`src/scm_pkg.sv`:
```
// package of constants and types for the servo control mode setup block
package scm_pkg;

  // ****************************************
  // setup word one field positions, plus the internal speed bit of setup word two
  // ****************************************
  localparam int ALARM_AUTO_BIT = 5;
  localparam int COAST_STOP_BIT = 6;
  localparam int BRAKE_HOLD_BIT = 7;
  localparam int OT_TORQUE_BIT = 8;
  localparam int MODE_LO_BIT = 10;
  localparam int MODE_HI_BIT = 11;
  localparam int SW_LO_BIT = 12;
  localparam int SW_HI_BIT = 13;
  localparam int ENC_ABS_BIT = 14;
  localparam int FEED_FWD_BIT = 15;
  localparam int WORD_TWO_INTERNAL_BIT = 2;

  // ****************************************
  // reset values
  // ****************************************
  localparam logic [15:0] SETUP_ONE_RESET = 16'h30e0;
  localparam logic [15:0] SETUP_TWO_RESET = 16'h0000;

  // ****************************************
  // encodings and widths
  // ****************************************
  localparam int CMD_W = 16;
  localparam logic [1:0] MODE_SPEED = 2'h0;
  localparam logic [1:0] MODE_LOCK = 2'h1;
  localparam logic [1:0] MODE_TORQUE_I = 2'h2;
  localparam logic [1:0] MODE_TORQUE_II = 2'h3;
  localparam logic [1:0] SW_TORQUE = 2'h0;
  localparam logic [1:0] SW_SPEED = 2'h1;
  localparam logic [1:0] SW_ACCEL = 2'h2;
  localparam logic [1:0] SW_NONE = 2'h3;

  // active loop, one-hot
  typedef enum logic [3:0] {
    SCM_LOOP_PI = 4'h1,
    SCM_LOOP_P = 4'h2,
    SCM_LOOP_POS = 4'h4,
    SCM_LOOP_TRQ = 4'h8
  } scm_loop_e;

endpackage

```
`src/scm_cfg_if.sv`:
```
// interface carrying the latched setup fields to the loop selector
`timescale 1ns/100ps
interface scm_cfg_if;
  logic [1:0] mode;
  logic [1:0] swCond;
  logic feedFwd;
  logic alarmAuto;
  logic coastStop;
  logic brakeHold;
  logic otTorque;
  logic internalSpeed;
  modport src (output mode, swCond, feedFwd, alarmAuto, coastStop, brakeHold, otTorque,
               internalSpeed);
  modport dst (input mode, swCond, feedFwd, alarmAuto, coastStop, brakeHold, otTorque,
               internalSpeed);
endinterface

```
`src/scm_mode_ctrl.sv`:
```
// control mode, loop switching and stop method decode for setup word one
// Function
// - mode 0,0: speed loop; multi-function input high or switch condition hit gives P, otherwise PI
// - mode 0,1: lock asserted and speed under threshold gives position lock
// - mode 1,0: torque loop only; multi-function and speed inputs ignored
// - mode 1,1: torque when input low, speed when input high
// - torque phase of mode 1,1: positive speed command is two-way limit
// - above the limit, retarding torque proportional to the excess
// - switch field: torque, speed, accel level, or none (factory 1,1)
// - PI to P switching applies only in speed control
// - bit F enables torque feed-forward; factory value 0
// - bit 5 set clears momentary stop alarm automatically and resumes
// - bit 6 set and bit 8 clear: brake relay off after stop
// - in torque control stop method follows bit 6 only
// - setup changes take effect only at next power-up
// - bit 6: 0 dynamic brake stop, 1 coast stop
// - bit 8 set: over-travel stop at emergency stop torque
`timescale 1ns/100ps
module scm_mode_ctrl
  import scm_pkg::*;
(
  // clock and reset
  input wire logic ref_clk,
  input wire logic sys_rst,
  // setup words as stored
  input wire logic [15:0] setup_word_one,
  input wire logic [15:0] setup_word_two,
  // host pins
  input wire logic multi_function_input,
  input wire logic signed [CMD_W-1:0] speed_command_input,
  input wire logic signed [CMD_W-1:0] torque_command_input,
  // motor state and levels
  input wire logic signed [CMD_W-1:0] motorSpeed,
  input wire logic signed [CMD_W-1:0] accelCommand,
  input wire logic [CMD_W-1:0] lock_speed_threshold,
  input wire logic [CMD_W-1:0] torque_switch_level,
  input wire logic [CMD_W-1:0] speed_switch_level,
  input wire logic [CMD_W-1:0] accel_switch_level,
  input wire logic signed [CMD_W-1:0] emergency_stop_torque,
  // events
  input wire logic momentaryStopAlarm,
  input wire logic motorStopped,
  input wire logic overTravel,
  input wire logic errorStop,
  // outputs
  output logic [3:0] activeLoop,
  output logic signed [CMD_W-1:0] torqueDemand,
  output logic signed [CMD_W-1:0] speedDemand,
  output logic feedForwardEnable,
  output logic alarmClear,
  output logic dynamicBrake,
  output logic coastOut,
  output logic internalSpeedMode
);
  import scm_pkg::*;

  scm_cfg_if cfg ();
  logic mfSync1, mfSync2;
  logic next_mfSync1, next_mfSync2;
  scm_loop_e next_loopState;
  logic signed [CMD_W-1:0] next_torqueDemand, next_speedDemand;
  logic next_feedForwardEnable, next_alarmClear, next_dynamicBrake, next_coastOut;
  logic next_internalSpeedMode;
  logic switchHit;
  logic signed [CMD_W:0] excess;

  function automatic logic [CMD_W-1:0] absVal(input logic signed [CMD_W-1:0] v);
    absVal = v[CMD_W-1] ? CMD_W'(-v) : v;
  endfunction

  scm_shadow shadow (
    .ref_clk(ref_clk),
    .sys_rst(sys_rst),
    .setupWordOne(setup_word_one),
    .setupWordTwo(setup_word_two),
    .cfg(cfg.src)
  );

  // ****************************************
  // pin synchroniser
  // ****************************************
  always_comb begin
    next_mfSync1 = multi_function_input;
    next_mfSync2 = mfSync1;
  end

  always_ff @(posedge ref_clk) begin
    if (sys_rst) begin
      mfSync1 <= 1'b0;
      mfSync2 <= 1'b0;
    end else begin
      mfSync1 <= next_mfSync1;
      mfSync2 <= next_mfSync2;
    end
  end

  // ****************************************
  // loop selection
  // ****************************************
  always_comb begin
    case (cfg.swCond)
      SW_TORQUE: switchHit = absVal(torque_command_input) > torque_switch_level;
      SW_SPEED: switchHit = absVal(speed_command_input) > speed_switch_level;
      SW_ACCEL: switchHit = absVal(accelCommand) > accel_switch_level;
      default: switchHit = 1'b0;
    endcase
    excess = {motorSpeed[CMD_W-1], motorSpeed};
    next_loopState = SCM_LOOP_PI;
    next_torqueDemand = torque_command_input;
    next_speedDemand = speed_command_input;
    if (cfg.internalSpeed) begin
      next_loopState = SCM_LOOP_PI;
    end else begin
      case (cfg.mode)
        MODE_SPEED: begin
          next_loopState = (mfSync2 || switchHit) ? SCM_LOOP_P : SCM_LOOP_PI;
        end
        MODE_LOCK: begin
          if (mfSync2 && absVal(motorSpeed) < lock_speed_threshold) begin
            next_loopState = SCM_LOOP_POS;
          end else begin
            next_loopState = switchHit ? SCM_LOOP_P : SCM_LOOP_PI;
          end
        end
        MODE_TORQUE_I: begin
          next_loopState = SCM_LOOP_TRQ;
          next_speedDemand = '0;
        end
        MODE_TORQUE_II: begin
          if (mfSync2) begin
            next_loopState = switchHit ? SCM_LOOP_P : SCM_LOOP_PI;
          end else begin
            next_loopState = SCM_LOOP_TRQ;
            if (!speed_command_input[CMD_W-1]) begin
              if (absVal(motorSpeed) > speed_command_input) begin
                excess = (CMD_W+1)'(absVal(motorSpeed)) - (CMD_W+1)'(speed_command_input);
                next_torqueDemand = motorSpeed[CMD_W-1] ? excess[CMD_W-1:0]
                                                        : CMD_W'(-excess);
              end
            end
          end
        end
        default: next_loopState = SCM_LOOP_PI;
      endcase
    end
    if (next_loopState != SCM_LOOP_TRQ) begin
      next_torqueDemand = '0;
    end
    // emergency stop torque only in the speed modes; torque modes stop by bit 6
    if (!cfg.mode[1] && overTravel && cfg.otTorque) begin
      next_torqueDemand = motorSpeed[CMD_W-1] ? emergency_stop_torque
                                              : CMD_W'(-emergency_stop_torque);
    end
    next_feedForwardEnable = cfg.feedFwd;
    next_alarmClear = cfg.alarmAuto && momentaryStopAlarm;
    next_internalSpeedMode = cfg.internalSpeed;
    // stop method
    next_coastOut = 1'b0;
    next_dynamicBrake = 1'b0;
    if (errorStop || (overTravel && (cfg.mode[1] || !cfg.otTorque))) begin
      next_coastOut = cfg.coastStop;
      next_dynamicBrake = !cfg.coastStop;
      if (motorStopped) begin
        next_dynamicBrake = (cfg.coastStop && !cfg.otTorque) ? 1'b0 : cfg.brakeHold;
      end
    end
  end

  always_ff @(posedge ref_clk) begin
    if (sys_rst) begin
      activeLoop <= SCM_LOOP_PI;
      torqueDemand <= '0;
      speedDemand <= '0;
      feedForwardEnable <= 1'b0;
      alarmClear <= 1'b0;
      dynamicBrake <= 1'b0;
      coastOut <= 1'b0;
      internalSpeedMode <= 1'b0;
    end else begin
      activeLoop <= next_loopState;
      torqueDemand <= next_torqueDemand;
      speedDemand <= next_speedDemand;
      feedForwardEnable <= next_feedForwardEnable;
      alarmClear <= next_alarmClear;
      dynamicBrake <= next_dynamicBrake;
      coastOut <= next_coastOut;
      internalSpeedMode <= next_internalSpeedMode;
    end
  end

  // ****************************************
  // checks
  // ****************************************
  torque_one_only_a: assert property (@(posedge ref_clk) disable iff (sys_rst)
    (!cfg.internalSpeed && cfg.mode == MODE_TORQUE_I) |=> activeLoop == SCM_LOOP_TRQ)
    else $error("torque mode I left torque loop");
  speed_gain_a: assert property (@(posedge ref_clk) disable iff (sys_rst)
    (!cfg.internalSpeed && cfg.mode == MODE_SPEED && mfSync2) |=> activeLoop == SCM_LOOP_P)
    else $error("gain reduction did not give P loop");
  lock_entry_a: assert property (@(posedge ref_clk) disable iff (sys_rst)
    (!cfg.internalSpeed && cfg.mode == MODE_LOCK && mfSync2 &&
     absVal(motorSpeed) < lock_speed_threshold) |=> activeLoop == SCM_LOOP_POS)
    else $error("position lock not entered");
  torque_two_sel_a: assert property (@(posedge ref_clk) disable iff (sys_rst)
    (!cfg.internalSpeed && cfg.mode == MODE_TORQUE_II && !mfSync2) |=> activeLoop == SCM_LOOP_TRQ)
    else $error("torque mode II select wrong");
  no_switch_a: assert property (@(posedge ref_clk) disable iff (sys_rst)
    (!cfg.internalSpeed && cfg.mode == MODE_LOCK && cfg.swCond == SW_NONE && !mfSync2)
    |=> activeLoop == SCM_LOOP_PI) else $error("switch fired with none selected");
  feed_fwd_a: assert property (@(posedge ref_clk) disable iff (sys_rst)
    ##1 feedForwardEnable == $past(cfg.feedFwd)) else $error("feed-forward mismatch");
  alarm_auto_a: assert property (@(posedge ref_clk) disable iff (sys_rst)
    (momentaryStopAlarm && !cfg.alarmAuto) |=> !alarmClear)
    else $error("alarm cleared while disabled");
  coast_stop_a: assert property (@(posedge ref_clk) disable iff (sys_rst)
    (errorStop && cfg.coastStop && !cfg.otTorque && motorStopped) |=> !dynamicBrake && coastOut)
    else $error("brake relay held in coast stop");
  torque_stop_a: assert property (@(posedge ref_clk) disable iff (sys_rst)
    (overTravel && cfg.mode[1] && !cfg.coastStop && !motorStopped) |=> dynamicBrake)
    else $error("torque mode stop ignored bit 6");
endmodule

```
`src/scm_shadow.sv`:
```
// shadow copy of the setup words, captured once after power-up
`timescale 1ns/100ps
module scm_shadow
  import scm_pkg::*;
(
  // clock and reset
  input wire logic ref_clk,
  input wire logic sys_rst,
  // stored words
  input wire logic [15:0] setupWordOne,
  input wire logic [15:0] setupWordTwo,
  // latched fields
  scm_cfg_if.src cfg
);
  logic captured;
  logic next_captured;
  logic [15:0] shadowOne;
  logic [15:0] next_shadowOne;
  logic [15:0] shadowTwo;
  logic [15:0] next_shadowTwo;

  // ****************************************
  // one-shot capture
  // ****************************************
  always_comb begin
    next_captured = 1'b1;
    next_shadowOne = shadowOne;
    next_shadowTwo = shadowTwo;
    if (!captured) begin
      next_shadowOne = setupWordOne;
      next_shadowTwo = setupWordTwo;
    end
  end

  always_ff @(posedge ref_clk) begin
    if (sys_rst) begin
      captured <= 1'b0;
      shadowOne <= SETUP_ONE_RESET;
      shadowTwo <= SETUP_TWO_RESET;
    end else begin
      captured <= next_captured;
      shadowOne <= next_shadowOne;
      shadowTwo <= next_shadowTwo;
    end
  end

  assign cfg.mode = shadowOne[MODE_HI_BIT:MODE_LO_BIT];
  assign cfg.swCond = shadowOne[SW_HI_BIT:SW_LO_BIT];
  assign cfg.feedFwd = shadowOne[FEED_FWD_BIT];
  assign cfg.alarmAuto = shadowOne[ALARM_AUTO_BIT];
  assign cfg.coastStop = shadowOne[COAST_STOP_BIT];
  assign cfg.brakeHold = shadowOne[BRAKE_HOLD_BIT];
  assign cfg.otTorque = shadowOne[OT_TORQUE_BIT];
  assign cfg.internalSpeed = shadowTwo[WORD_TWO_INTERNAL_BIT];

  shadow_frozen_a: assert property (@(posedge ref_clk) disable iff (sys_rst)
    captured |=> $stable(shadowOne)) else $error("shadow word changed after capture");
endmodule

```
`config.mk`:
```
export PLATFORM = sky130hd
export DESIGN_NAME = scm_mode_ctrl
export DESIGN_NICKNAME = d
export VERILOG_FILES = /design/src/scm_pkg.sv /design/src/scm_cfg_if.sv /design/src/scm_mode_ctrl.sv /design/src/scm_shadow.sv
export SDC_FILE = /design/constraint.sdc
export NUM_CORES = 1
export LEC_CHECK = 0
export ABC_AREA = 0
export BUFFER_PORTS_ARGS = -buffer_cell sky130_fd_sc_hd__buf_2
export CAP_MARGIN = 5
export CORE_AREA = 2 2 120 122
export CTS_CLUSTER_SIZE = 30
export DETAILED_ROUTE_END_ITERATION = 6
export DIE_AREA = 0 0 122 124
export GPL_ROUTABILITY_DRIVEN = 0
export PLACE_DENSITY_LB_ADDON = 0.15
export SYNTH_ARGS = -nofsm -noshare
export SYNTH_HDL_FRONTEND = slang
export SYNTH_HIERARCHICAL = 1
export SYNTH_SLANG_ARGS = --single-unit
```
`constraint.sdc`:
```
create_clock -name ref_clk -period 4.2 [get_ports ref_clk]
set_clock_uncertainty 0.2 [all_clocks]
set_input_delay 0.84 -clock ref_clk [delete_from_list [all_inputs] [get_ports ref_clk]]
set_output_delay 0.84 -clock ref_clk [all_outputs]
set_load 0.05 [all_outputs]
```
# Yosys cells after proc, flatten, opt, wreduce, memory -nomap -nowiden
# Index checks and enable logic that the tools add are counted.
# op_classes
addsub,7
n_lt_le_gt_ge,5
eq_ne,6
muxes,25
n_bitwise,1
reduce_logical,15
# op_table
cell,count
two-way mux 16 bit,15
negator 16 bit,6
> comparator 16 bit,4
< comparator 16 bit,1
case mux 4 bit (4 select lines),1
subtractor 16 bit,1
two-way mux 4 bit,2
== test 2 bit (second input constant),3
logical AND 1 bit,6
== test 2 x 1 -> 1 bit (second input constant),2
zero test 2 bit,2
two-way mux 2 bit,2
!= test 4 bit (second input constant),1
zero test 1 bit,3
logical OR 1 bit,3
two-way mux 1 bit,3
two-way mux 3 bit,1
case mux 1 bit (3 select lines),1
OR reduction 2 bit,1
inverter 1 bit,1
# totals
register_bits,63
in_bits,183
output_inout_bits,41
word_cells,72

# Longest topological paths before layout
# depth
depth_word,12
ltp_mapped,18
depth_no_buf,16

# Cells and area by module
# The synthesis kept the hierarchy.
# by_module_without_submodules
mod,n_inst,cells_per_inst,area_each_um2,seq_area_each_um2
scm_mode_ctrl,1,806,6033.3,860.8
scm_shadow,1,33,372.9,220.2

# Worst setup path after synthesis
# Ideal clock, no wire load.
# synth_timing
kind,in2reg
startpoint,input port motorSpeed[15]
endpoint,register torqueDemand[13]
setup_ns,0.115
arrival_ns,4.230
required_time_ns,3.885
slack_ns,-0.345
cell_stages,16
path_buffers,4
cell_sequence,buf_6 clkbuf_1 clkbuf_1 nand2_1 xnor2_1 ha_1 buf_6 a21o_1 a31o_1 or3_4 a211oi_4 nand4_2 a2111oi_4 a21oi_1 xor2_1 o21a_1
# synth_between
elab_chain_cells,11
word_cells_on_any_way,20
classes_between,add/sub (3); order compare (2); eq/ne (1); mux (13); reduce/logical (1)
# synth_lines
item,line_no,rtl
"start, declared",scm_mode_ctrl.sv:33,"input wire logic signed [CMD_W-1:0] motorSpeed,"
two-way mux 16 bit,scm_mode_ctrl.sv:68,absVal = v[CMD_W-1] ? CMD_W'(-v) : v;
subtractor 16 bit,scm_mode_ctrl.sv:136,excess = (CMD_W+1)'(absVal(motorSpeed)) - (CMD_W+1)'(speed_command_input);
negator 16 bit,scm_mode_ctrl.sv:138,: CMD_W'(-excess);
two-way mux 16 bit,scm_mode_ctrl.sv:137,next_torqueDemand = motorSpeed[CMD_W-1] ? excess[CMD_W-1:0]
two-way mux 16 bit,scm_mode_ctrl.sv:135,if (absVal(motorSpeed) > speed_command_input) begin
two-way mux 16 bit,scm_mode_ctrl.sv:134,if (!speed_command_input[CMD_W-1]) begin
two-way mux 16 bit,scm_mode_ctrl.sv:130,if (mfSync2) begin
two-way mux 16 bit,scm_mode_ctrl.sv:114,case (cfg.mode)
two-way mux 16 bit,scm_mode_ctrl.sv:111,if (cfg.internalSpeed) begin
two-way mux 16 bit,scm_mode_ctrl.sv:146,if (next_loopState != SCM_LOOP_TRQ) begin
two-way mux 16 bit (*),scm_mode_ctrl.sv:150,if (!cfg.mode[1] && overTravel && cfg.otTorque) begin
"end signal, assigned",scm_mode_ctrl.sv:181,torqueDemand <= next_torqueDemand;
"end, declared",scm_mode_ctrl.sv:47,"output logic signed [CMD_W-1:0] torqueDemand,"
# Mark *: on every way between the ends. The rest lies on a longest branch, timed or not.
# A chain may end at the register's enable or synchronous reset.

# Worst setup path after layout
# layout_timing
startpoint,input port torque_command_input[3]
endpoint,register activeLoop[1]
# layout_between
elab_chain_cells,8
word_cells_on_any_way,11
classes_between,add/sub (1); order compare (1); mux (8); reduce/logical (1)
# layout_lines
item,line_no,rtl
"start, declared",scm_mode_ctrl.sv:31,"input wire logic signed [CMD_W-1:0] torque_command_input,"
negator 16 bit,scm_mode_ctrl.sv:68,
two-way mux 16 bit (*),scm_mode_ctrl.sv:68,
> comparator 16 bit (*),scm_mode_ctrl.sv:102,SW_TORQUE: switchHit = absVal(torque_command_input) > torque_switch_level;
case mux 1 bit (3 select lines) (*),scm_mode_ctrl.sv:101,case (cfg.swCond)
two-way mux 2 bit or logical OR 1 bit (tied branches),"scm_mode_ctrl.sv:122, scm_mode_ctrl.sv:131, scm_mode_ctrl.sv:116",
two-way mux 4 bit (tied with other cells),scm_mode_ctrl.sv:130,
case mux 4 bit (4 select lines) (*),scm_mode_ctrl.sv:114,
two-way mux 4 bit (*),scm_mode_ctrl.sv:111,
"end signal, assigned",scm_mode_ctrl.sv:180,activeLoop <= next_loopState;
"end, declared",scm_mode_ctrl.sv:46,"output logic [3:0] activeLoop,"
# Marks and branches as above.

==> flow_metrics.tcl <==
set metrics [dict create \
    total_power_uw 2120 \
    fmax_mhz 230 \
    ys_ff_latch 54 \
    synthFlopType "dfxtp_1" \
    drv_cap 0 \
    grt_pass1_vias 6457 \
    layout.cells.most_common_list "buf_2, buf_4, inv_1" \
    final_nets 1410 \
    num_vias 6969 \
    hold_start "mfSync1$_SDFF_PP0_" \
    end_kind "flop" \
    syn_inst 839 \
    postRouteAntennaNets 0 \
    hold_depth 1 \
    met1_length_um 8790 \
    n_antenna_cell 0 \
    avgSynthCellArea_um2 7.64 \
    dpl.cell_count 1312 \
    wl_met2_um 8640 \
    final_util_pct 63.7 \
    vias_per_cell 5.27 \
    syn_nets 1108 \
    ys_seq_area_share_pct 16.9 \
    r2r_slack_ns 1.73 \
    drtIter0Drc 421 \
    grtUsageTotal_pct 24.8 \
    power_density_nw_per_um2 243 \
    violations "negative setup slack" \
    cts_buffers 5 \
    numPortBuffers 201 \
    rows 43 \
    die_area_um2 15100 \
    leakage_uw 0.00448 \
    root_buffer "clkbuf_16" \
    clk_pin_slew_ns 0.08 \
    setup_slack_ns -0.139 \
    insertion_delay_ns 0.30 \
    cp.arrival_ns 4.33 \
    start_kind "input port" \
    cts_tree "done" \
    final_common_cell "buf_2" \
    fillers 1314 \
    rr_startpoint "shadow/shadowOne[11]$_SDFFE_PP0N_" \
    final-max-slew-violation-count 0 \
    area_delta_synth_final_pct 36.4 \
    hold_buffers 0 \
    crit_type "input port to flop" \
    fp.dieH_um 124 \
    final_hold_viol_count 0 \
    drc_errors 0 \
    drive_above_1_share_pct 33.0 \
    setup_viol 1 \
    initial_utilization_pct 46.7 \
    clock_sinks 54 \
    yosysWarningCount 6 \
    grt_overflow 0 \
    synthArstFlopShare_pct 0 \
    place_hpwl_um 15600 \
    vdd_drop_max_mv 0.220 \
    htree_levels 2 \
    die_x_um 122 \
    wirelength_um 18900 \
    core-area_um2 13700 \
    worst_pin_slew_ns 0.679 \
    finalCriticalPeriod_ns 4.34 \
    pin_count 224 \
    path_max_fanout 3 \
    wl_per_cell_um 14.3 \
    grt_max_degree 49 \
    dr.max_layer_used "met4" \
    instances_no_fill 1322 \
    reg2reg_depth 8 \
    route.met3.wl_um 1290 \
    setup_tns_ns -0.139 \
    cp.required_ns 4.19 \
    whs_ns 0.249 \
    hold_end "mfSync2$_SDFF_PP0_" \
    ys_types 72 \
    antenna_found_initial 0 \
    reg2reg_to "torqueDemand[14]$_SDFF_PP0_" \
    synth.cell_area_um2 6410 \
    maxSlewHeadroom_pct 54.6 \
    hold_class "flop to flop" \
    synth_edf_count 0 \
    status "complete, but fails checks" \
    grt_first_pass_wirelength_um 30100 \
    final.period_utilization_pct 103 \
    firstDrtPassIters 5 \
    clockBufferDepth 2 \
    rsz0062_at_grt "true" \
]
Yosys cell counts (7+ instances only):
master	number	area share, %
inv_1	104	6.1
ha_1	85	17
xnor2_1	72	9.8
nor2_1	64	3.7
nand2_1	59	3.5
dfxtp_1	54	17
a21oi_1	43	3.4
nor3_1	43	3.4
o21ai_0	38	3.0
mux2i_1	24	3.7
a21o_1	21	2.5
nand4_1	20	2.0
o31ai_1	18	2.1
nor2b_1	16	1.6
clkbuf_1	14	0.82
a31oi_1	13	1.3
nand3_1	12	0.94
nand2b_1	10	0.98
o21a_1	9	1.1
o22a_1	9	1.2
xor2_1	9	1.2
buf_6	8	1.4
or3_1	7	0.68
logic make-up after synthesis:
family          Yosys count  share of synthesized area, %
mux                      25                          3.93
flops                    54                          16.9
fa+ha+maj                86                          16.9
buf+inv                 129                          8.75
compound gates          200                          21.9
xor+xnor                 81                          11.1
simple gates            264                          20.6
power breakdown:
| group | leakage [uW] | internal [uW] | switching [uW] |
|---|---|---|---|
| registers | 0.000444 | 538 | 15.6 |
| logic | 0.00396 | 527 | 601 |
| clock network | 0.0000748 | 227 | 210 |
final cells by class:
type                    count  area, um^2  share of cell area (%)
clock buffers               5         125                    1.43
clock inverters             3        26.3                   0.301
inverters                 104         390                    4.47
multi-input cells         656        4970                    56.8
flip-flops and latches     54        1080                    12.4
well taps                 180         225                    2.58
repair buffers            320        1920                    22.0
layer usage:
metal,vias up,global-route usage (%)
li1,3592,-
met5,-,0
met1,3139,34.4
met2,223,41.0
met3,15,4.12
met4,0,4.24
worst max path at each step:
stage,start,endpoint,slack (ns),depth (start not counted)
6_report,torque_command_input[3],activeLoop[1]$_SDFF_PP0_,-0.14,14
5_1_grt,torque_command_input[3],activeLoop[1]$_SDFF_PP0_,-0.21,14
4_1_cts,torque_command_input[3],activeLoop[1]$_SDFF_PP0_,-0.16,14
3_5_place_dp,torque_command_input[3],activeLoop[1]$_SDFF_PP0_,-0.60,15
3_3_place_gp,torque_command_input[3],activeLoop[1]$_SDFF_PP0_,-0.61,15
2_1_floorplan,torque_command_input[3],activeLoop[1]$_SDFF_PP0_,-0.07,13
critical path: stages:
cell and delay (ns):
buf_6 0.09, or3_4 0.38, or2_4 0.24, or4_4 0.42
or4_4 0.45, o41ai_4 0.26, xnor2_1 0.14, ha_1 0.34
nand4_1 0.16, nor2_1 0.06, a211o_1 0.30, a22oi_2 0.25
a221oi_2 0.09, o31a_1 0.30
flip-flops by register name (all words and copies together), names as in the netlist, 4 cells and up:
signal and flops:
speedDemand 16, torqueDemand 16, shadow/shadowOne 9, activeLoop 4
timing repair:
item | 4_1_cts | 5_1_grt
buffers inserted | 0 | 3
setup endpoints to repair | 2 | 18
cloned | 0 | 0
gates resized for setup | 4 | 35
pin swaps | 4 | 18
stage by stage:
stage / area (um^2) / worst slack [ns]
final: 8740 / -0.139
after global routing: 8740 / -0.213
after CTS: 8570 / -0.155
after detailed placement: 8400 / -0.605
after global placement: 8400 / -0.609
after floorplan: 6440 / -0.0666
(Power assumes the default switching activity.)
